===== config.mk =====
export PLATFORM = sky130hd
export DESIGN_NAME = lpw_ctrl
export DESIGN_NICKNAME = d
export VERILOG_FILES = /design/src/lpw_pkg.sv /design/src/lpw_ctrl.sv
export VERILOG_INCLUDE_DIRS = /design/src
export SDC_FILE = /design/constraint.sdc
export NUM_CORES = 1
export LEC_CHECK = 0
export BUFFER_PORTS_ARGS = -buffer_cell sky130_fd_sc_hd__buf_2
export CAP_MARGIN = 40
export CORE_MARGIN = 3
export CORE_UTILIZATION = 40
export CTS_CLUSTER_DIAMETER = 120
export DETAILED_ROUTE_END_ITERATION = 10
export GPL_TIMING_DRIVEN = 0
export PLACE_DENSITY = 0.66
export RECOVER_POWER = 100
export SYNTH_ARGS = -nofsm -noshare
export SYNTH_HDL_FRONTEND = slang
export SYNTH_SLANG_ARGS = --single-unit

===== constraint.sdc =====
create_clock -name sys_clk -period 3.1 [get_ports sys_clk]
set_clock_uncertainty 0.15 [all_clocks]
set_input_delay 0.155 -clock sys_clk [delete_from_list [all_inputs] [get_ports sys_clk]]
set_output_delay 0.155 -clock sys_clk [all_outputs]
set_load 0.02 [all_outputs]

===== src/lpw_regs.svh =====
// register offsets, field positions, reset values and timing counts
`ifndef LPW_REGS_SVH
`define LPW_REGS_SVH
`define LPW_WAKEUP_CONTROL_OFS   12'h0f7
`define LPW_POWER_DOWN_OFS       12'h0fb
`define LPW_BUS_PARK_OFS         12'h82a
`define LPW_OP_MODE_OFS          12'h0fa
`define LPW_WAKEUP_RESET         8'h00
`define LPW_BUS_PARK_RESET       8'h00
`define LPW_OP_MODE_RESET        8'h00
`define LPW_WUC_MASK             8'h77
`define LPW_EV_POS               4
`define LPW_EN_POS               0
`define LPW_PARK_EN_BIT          0
`define LPW_PARK_DATA_BIT        1
`define LPW_PARK_ADDR_BIT        2
`define LPW_SUPER_BIT            5
`define LPW_WP_BIT               7
`define LPW_WAKE_IRQ_LEVEL       3'h4
`define LPW_WAIT_CLOCKS          5'h10
`endif


===== src/lpw_pkg.sv =====
// types for the low-power entry and wake-up controller
package lpw_pkg;
    typedef enum logic [2:0] {
        LPW_RUN     = 3'h0,
        LPW_WAIT    = 3'h1,
        LPW_REQUEST = 3'h3,
        LPW_LOW     = 3'h2
    } lpw_state_type;

    typedef struct packed {
        lpw_state_type state;
        logic [4:0]    wait_cnt;
        logic [2:0]    mask;
        logic [1:0]    mode;
        logic [2:0]    ev;
        logic [2:0]    en;
        logic [2:0]    park;
        logic [7:0]    opmode;
        logic [7:0]    pwrd;
        logic [1:0]    pin_prev;
        logic [7:0]    rdata;
        logic          br;
    } lpw_regs_type;
endpackage : lpw_pkg


===== src/lpw_ctrl.sv =====
// low-power entry, bus parking and wake-up control for the peripheral section
`timescale 1ns/100ps
`include "lpw_regs.svh"

module lpw_ctrl (
    // clock and reset
    input  wire logic        sys_clk,
    input  wire logic        rst,
    // register access from the core
    input  wire logic        reg_wr,
    input  wire logic        reg_rd,
    input  wire logic [11:0] reg_addr,
    input  wire logic [7:0]  reg_wdata,
    output logic      [7:0]  reg_rdata,
    // core bus arbitration and interrupt state
    input  wire logic        bus_grant,
    input  wire logic        bus_grant_acknowledge,
    input  wire logic [2:0]  core_irq_level,
    output logic             bus_request,
    // wake sources
    input  wire logic        hard_reset_n,
    input  wire logic        wake_pin_a,
    input  wire logic        wake_pin_b,
    input  wire logic        periodic_interrupt_timer,
    // wake interrupt to the core
    output logic             wake_irq,
    output logic      [2:0]  wake_irq_level,
    // power state and clock divide
    output logic      [1:0]  low_power_state,
    output logic             clocks_stopped,
    output logic      [3:0]  clock_divide_field,
    // external bus pins during low power
    output logic             data_bus_out,
    output logic             data_bus_oe,
    output logic             addr_bus_out,
    output logic             addr_bus_oe
);

    lpw_pkg::lpw_regs_type r_q;
    lpw_pkg::lpw_regs_type r_d;

    logic       pending;
    logic [1:0] pin_fall;
    logic       wake;
    logic       in_low;

    ////////////////////////////////////////////////////////////////////////
    // wake qualification
    assign pin_fall = r_q.pin_prev & ~{wake_pin_b, wake_pin_a};
    assign pending  = |(r_q.ev & r_q.en);
    assign wake     = pending | ~hard_reset_n;
    assign in_low   = (r_q.state == lpw_pkg::LPW_LOW);

    ////////////////////////////////////////////////////////////////////////
    // next state: registers, event flags and the entry sequence
    always_comb
    begin
        r_d = r_q;
        r_d.pin_prev = {wake_pin_b, wake_pin_a};
        r_d.rdata = 8'h00;
        if (reg_wr && reg_addr == `LPW_WAKEUP_CONTROL_OFS)
        begin
            // event bits write-one-to-clear, enable bits written directly; bits 7 and 3 are not stored
            r_d.ev = r_q.ev & ~reg_wdata[6:4];
            r_d.en = reg_wdata[2:0];
        end
        if (reg_wr && reg_addr == `LPW_BUS_PARK_OFS)
            r_d.park = reg_wdata[2:0];
        // write protect bit locks the mode register once set
        if (reg_wr && reg_addr == `LPW_OP_MODE_OFS && !r_q.opmode[`LPW_WP_BIT])
            r_d.opmode = reg_wdata;
        if (reg_wr && reg_addr == `LPW_POWER_DOWN_OFS)
            r_d.pwrd = reg_wdata;
        // a set in the same cycle as a clear wins
        r_d.ev = r_d.ev | {periodic_interrupt_timer, pin_fall};
        if (reg_rd)
        begin
            case (reg_addr)
                `LPW_WAKEUP_CONTROL_OFS:
                    r_d.rdata = {1'b0, r_q.ev, 1'b0, r_q.en};
                `LPW_BUS_PARK_OFS:  r_d.rdata = {5'h00, r_q.park};
                `LPW_OP_MODE_OFS:   r_d.rdata = r_q.opmode;
                `LPW_POWER_DOWN_OFS: r_d.rdata = r_q.pwrd;
                default:            r_d.rdata = 8'h00;
            endcase
        end
        case (r_q.state)
            lpw_pkg::LPW_RUN:
            begin
                r_d.br = 1'b0;
                // supervisor bit must be set, mode non-normal
                if (reg_wr && reg_addr == `LPW_POWER_DOWN_OFS
                    && reg_wdata[`LPW_SUPER_BIT]
                    && r_q.opmode[1:0] != 2'h0 && !wake)
                begin
                    r_d.state    = lpw_pkg::LPW_WAIT;
                    r_d.mask     = reg_wdata[2:0];
                    r_d.mode     = r_q.opmode[1:0];
                    r_d.wait_cnt = 5'h00;
                end
            end
            lpw_pkg::LPW_WAIT:
            begin
                if (wake || core_irq_level > r_q.mask)
                    r_d.state = lpw_pkg::LPW_RUN;
                else if (bus_grant || bus_grant_acknowledge)
                    r_d.wait_cnt = 5'h00;
                else if (r_q.wait_cnt == `LPW_WAIT_CLOCKS - 5'h01)
                begin
                    r_d.state = lpw_pkg::LPW_REQUEST;
                    r_d.br    = 1'b1;
                end
                else
                    r_d.wait_cnt = r_q.wait_cnt + 5'h01;
            end
            lpw_pkg::LPW_REQUEST:
            begin
                if (wake || core_irq_level > r_q.mask)
                begin
                    r_d.state = lpw_pkg::LPW_RUN;
                    r_d.br    = 1'b0;
                end
                else if (bus_grant)
                    r_d.state = lpw_pkg::LPW_LOW;
            end
            lpw_pkg::LPW_LOW:
            begin
                // wake restarts clocks and hands the bus back
                if (wake)
                begin
                    r_d.state = lpw_pkg::LPW_RUN;
                    r_d.br    = 1'b0;
                end
            end
            default:
            begin
                r_d.state = lpw_pkg::LPW_RUN;
                r_d.br    = 1'b0;
            end
        endcase
    end

    ////////////////////////////////////////////////////////////////////////
    // state register
    always_ff @(posedge sys_clk)
    begin
        if (rst)
        begin
            r_q          <= '0;
            r_q.state    <= lpw_pkg::LPW_RUN;
            r_q.ev       <= 3'h0;
            r_q.en       <= 3'h0;
            r_q.park     <= 3'(`LPW_BUS_PARK_RESET);
            r_q.opmode   <= `LPW_OP_MODE_RESET;
            r_q.pin_prev <= 2'h3;
        end
        else
            r_q <= r_d;
    end

    ////////////////////////////////////////////////////////////////////////
    // outputs; the clock stop is released combinationally by wake so the
    // clocks restart without waiting on a stopped clock edge
    assign reg_rdata          = r_q.rdata;
    assign bus_request        = r_q.br;
    assign clocks_stopped     = in_low & ~wake;
    assign low_power_state    = in_low ? r_q.mode : 2'h0;
    assign clock_divide_field = r_q.opmode[6:3];
    assign wake_irq           = pending;
    assign wake_irq_level     = `LPW_WAKE_IRQ_LEVEL;
    // park: 0 on level bit drives high, 1 drives low
    assign data_bus_oe  = in_low & r_q.park[`LPW_PARK_EN_BIT];
    assign addr_bus_oe  = in_low & r_q.park[`LPW_PARK_EN_BIT];
    assign data_bus_out = ~r_q.park[`LPW_PARK_DATA_BIT];
    assign addr_bus_out = ~r_q.park[`LPW_PARK_ADDR_BIT];
endmodule : lpw_ctrl


==> flow_metrics.tcl <==
set metrics [dict create \
    outcome "finished clean" \
    max_cap_viol_count 0 \
    clkPwrFrac 0.394 \
    antenna_cells 0 \
    first_pass_iters 4 \
    p_int_uw 901 \
    area_growth_pct 21.0 \
    switching_share 0.227 \
    viasPerCell 4.88 \
    grt_max_degree 17 \
    final_cells 403 \
    p_leak_uw 0.00126 \
    cts_buffer_depth 2 \
    pwr-share-seq 0.534 \
    worst_path_max_delay_cell "a222oi_1" \
    cts_root_buf "clkbuf_8" \
    syn_inst 262 \
    post-place-cells 387 \
    die_y_um 82.8 \
    met2_usage 0.261 \
    period_minus_slack_ps 2370 \
    initial_utilization 0.421 \
    numClockSinks 48 \
    dpl_worst_slack_ps 840 \
    synth_edf_count 0 \
    clk_latency_ps 300 \
    rows 27 \
    critical_path.endpoint_type "register" \
    period_share 0.764 \
    async_flop_share 0 \
    layout_setup_ws_ps 732 \
    switching_power_uw 265 \
    cts.clk_slew.worst_paths_ps 90 \
    n_fill_cell 567 \
    ctsHtreeMaxLevel 2 \
    synth_ff_type "dfxtp_1" \
    antenna_found_initial 0 \
    coreArea_mm2 0.00561 \
    relSlewSlack 0.301 \
    setup-violations-final 0 \
    drcViolationCount 0 \
    avgSynthCellArea_um2 9.01 \
    crit_fanout 8 \
    wl_per_cell_um 13.2 \
    die-area_mm2 0.00686 \
    met3_usage 0.0407 \
    use_met1 0.200 \
    io_pins 57 \
    hold_class "in -> reg" \
    grt.busiest_layer "met2" \
    drv_slew 0 \
    tns_ps 0 \
    cp.required_ps 3150 \
    cts_tree "built" \
    grt_pass1_wl_mm 8.83 \
    grt_pass1_vias 1871 \
    rsz0062_at_grt "false" \
    ys_seq_area_frac 0.407 \
    numCtsBuffers 5 \
    ir_drop_v 0.000204 \
    timing.fmax_mhz 422 \
    final_antenna_net_count 0 \
    yosys_warnings 0 \
    crit_path_max_incr_delay_ps 590 \
    holdWs_ps 8.73 \
    gr-total-overflow 0 \
    post_route_cells_drive_above_1_share 0.193 \
    gp_congestion 0.829 \
    power_frac_comb 0.072 \
    hold_viol 0 \
    synth_cell_types 42 \
    dr.first_iter.drc_count 103 \
    criticalPathCategory "reg -> reg" \
    vias 1968 \
    routed_wl_mm 5.30 \
    track_usage 0.157 \
    worst_pin_slew_ps 1040 \
    cp-start-kind "register" \
    worst_ep_arrival_time_ps 2410 \
    die_x_um 82.8 \
    worstPathCellList "a222oi_1 -> nand2_1 -> nand4b_4 -> o31ai_4 -> a21boi_0 -> o21ai_0" \
    netlist_area_mm2 0.00236 \
    io_buffers 52 \
    power_density_mw_per_mm2 408 \
    fin_nets 368 \
    ys_ff_latch 48 \
    hpwlAfterDp_mm 3.94 \
]
==> cell usage in the layout (no fill, tap or decap), types with 4 or more instances in the layout <==
| master | netlist | routed |
|---|---|---|
| dlygate4sd3_1 | 0 | 8 |
| nand3_1 | 8 | 8 |
| dfxtp_1 | 48 | 48 |
| buf_4 | 16 | 16 |
| nor3_1 | 6 | 6 |
| buf_2 | 1 | 33 |
| and3_1 | 5 | 5 |
| mux2i_1 | 33 | 33 |
| nor2b_1 | 5 | 5 |
| a21oi_1 | 13 | 13 |
| clkbuf_1 | 8 | 28 |
| inv_1 | 7 | 7 |
| o21ai_0 | 4 | 4 |
| nor2_1 | 49 | 49 |
| clkbuf_8 | 0 | 5 |
| ha_1 | 5 | 5 |
| nand2_1 | 11 | 12 |
| and2_0 | 1 | 4 |
| nand2b_1 | 6 | 6 |
==> per-layer routing <==
metal / part of all wire / wire length (µm)
met1: 0.47 / 2470
met4: 0.016 / 83
met3: 0.060 / 319
met2: 0.46 / 2430
met5: 0 / 0
==> final cells by class <==
class                      count  area (µm²)  share of cell area
clock inverter                 3        47.5              0.0167
sequential                    48         961               0.337
multi-input combinational    183        1190               0.417
buffer                        25         155              0.0543
clock buffer                   5        68.8              0.0241
tap                           72        90.1              0.0316
inverter                       7        26.3             0.00920
timing repair buffer          60         315               0.110
==> cell usage after synthesis, types with 4 or more instances <==
master / instances / area, µm²
a21oi_1: 13 / 65.1
clkbuf_1: 8 / 30.0
buf_4: 16 / 120
mux2i_1: 33 / 330
inv_1: 7 / 26.3
o21ai_0: 4 / 20.0
and2_1: 4 / 25.0
nor2_1: 49 / 184
dfxtp_1: 48 / 961
nand3_1: 8 / 40.0
and3_1: 5 / 31.3
ha_1: 5 / 62.6
nand2b_1: 6 / 37.5
nor3_1: 6 / 30.0
nand2_1: 11 / 41.3
nor2b_1: 5 / 31.3
==> power by group through the flow <==
stage / Clock, µW / Sequential (µW) / Combinational [µW]
6_report: 460 / 623 / 83.4
5_1_grt: 489 / 623 / 93.0
4_1_cts: 471 / 623 / 87.8
3_5_place_dp: 0 / 637 / 79.7
3_3_place_gp: 0 / 637 / 79.0
2_1_floorplan: 0 / 637 / 40.7
==> logic make-up after synthesis <==
family | share of synthesized area
muxes | 0.140
DFF | 0.407
other | 0.00318
adders and majority gates | 0.0265
buffers and inverters | 0.0769
AOI/OAI and AO/OA | 0.0928
and+or+nand+nor | 0.253
==> stage by stage <==
step	instance area, µm²	total power, µW	util
2_1_floorplan	2360	677	-
3_3_place_gp	2710	716	0.484
3_5_place_dp	2710	717	0.484
4_1_cts	2910	1180	0.519
5_1_grt	2860	1210	0.509
6_report	2860	1170	0.509
==> sequential cells by signal, summed over array words and instances, names as in the netlist <==
| name | count |
|---|---|
| r_q | 35 |
| bus_request | 1 |
| reg_rdata | 8 |
| clock_divide_field | 4 |
==> worst max-delay path: cells and delay by family (launching register included) <==
| kind | cells | cell delay (ps) |
|---|---|---|
| AND/OR/NAND/NOR | 2 | 660 |
| flip-flops | 1 | 340 |
| AO/OA/AOI/OAI | 4 | 1100 |
==> path summary, 6_finish.rpt <==
path | startpoint | slack (ps) | cells past startpoint | to
setup / recovery | r_q[35]$_SDFF_PP0_ | 730 | 6 | r_q[44]$_SDFFE_PP0P_
hold / removal | reg_wdata[5] | 9 | 3 | r_q[16]$_SDFFE_PP0N_
setup reg to reg | r_q[35]$_SDFF_PP0_ | 730 | 6 | r_q[44]$_SDFFE_PP0P_
hold reg to reg | r_q[27]$_SDFFE_PP0P_ | 340 | 2 | r_q[27]$_SDFFE_PP0P_
==> what timing repair did <==
action / in CTS / in global routing
hold buffers: 8 / 0
setup buffers: 0 / 0
resized for setup: 0 / 0
hold endpoints to repair: 12 / 0
No activity file was read; power rests on OpenSTA's default activity.
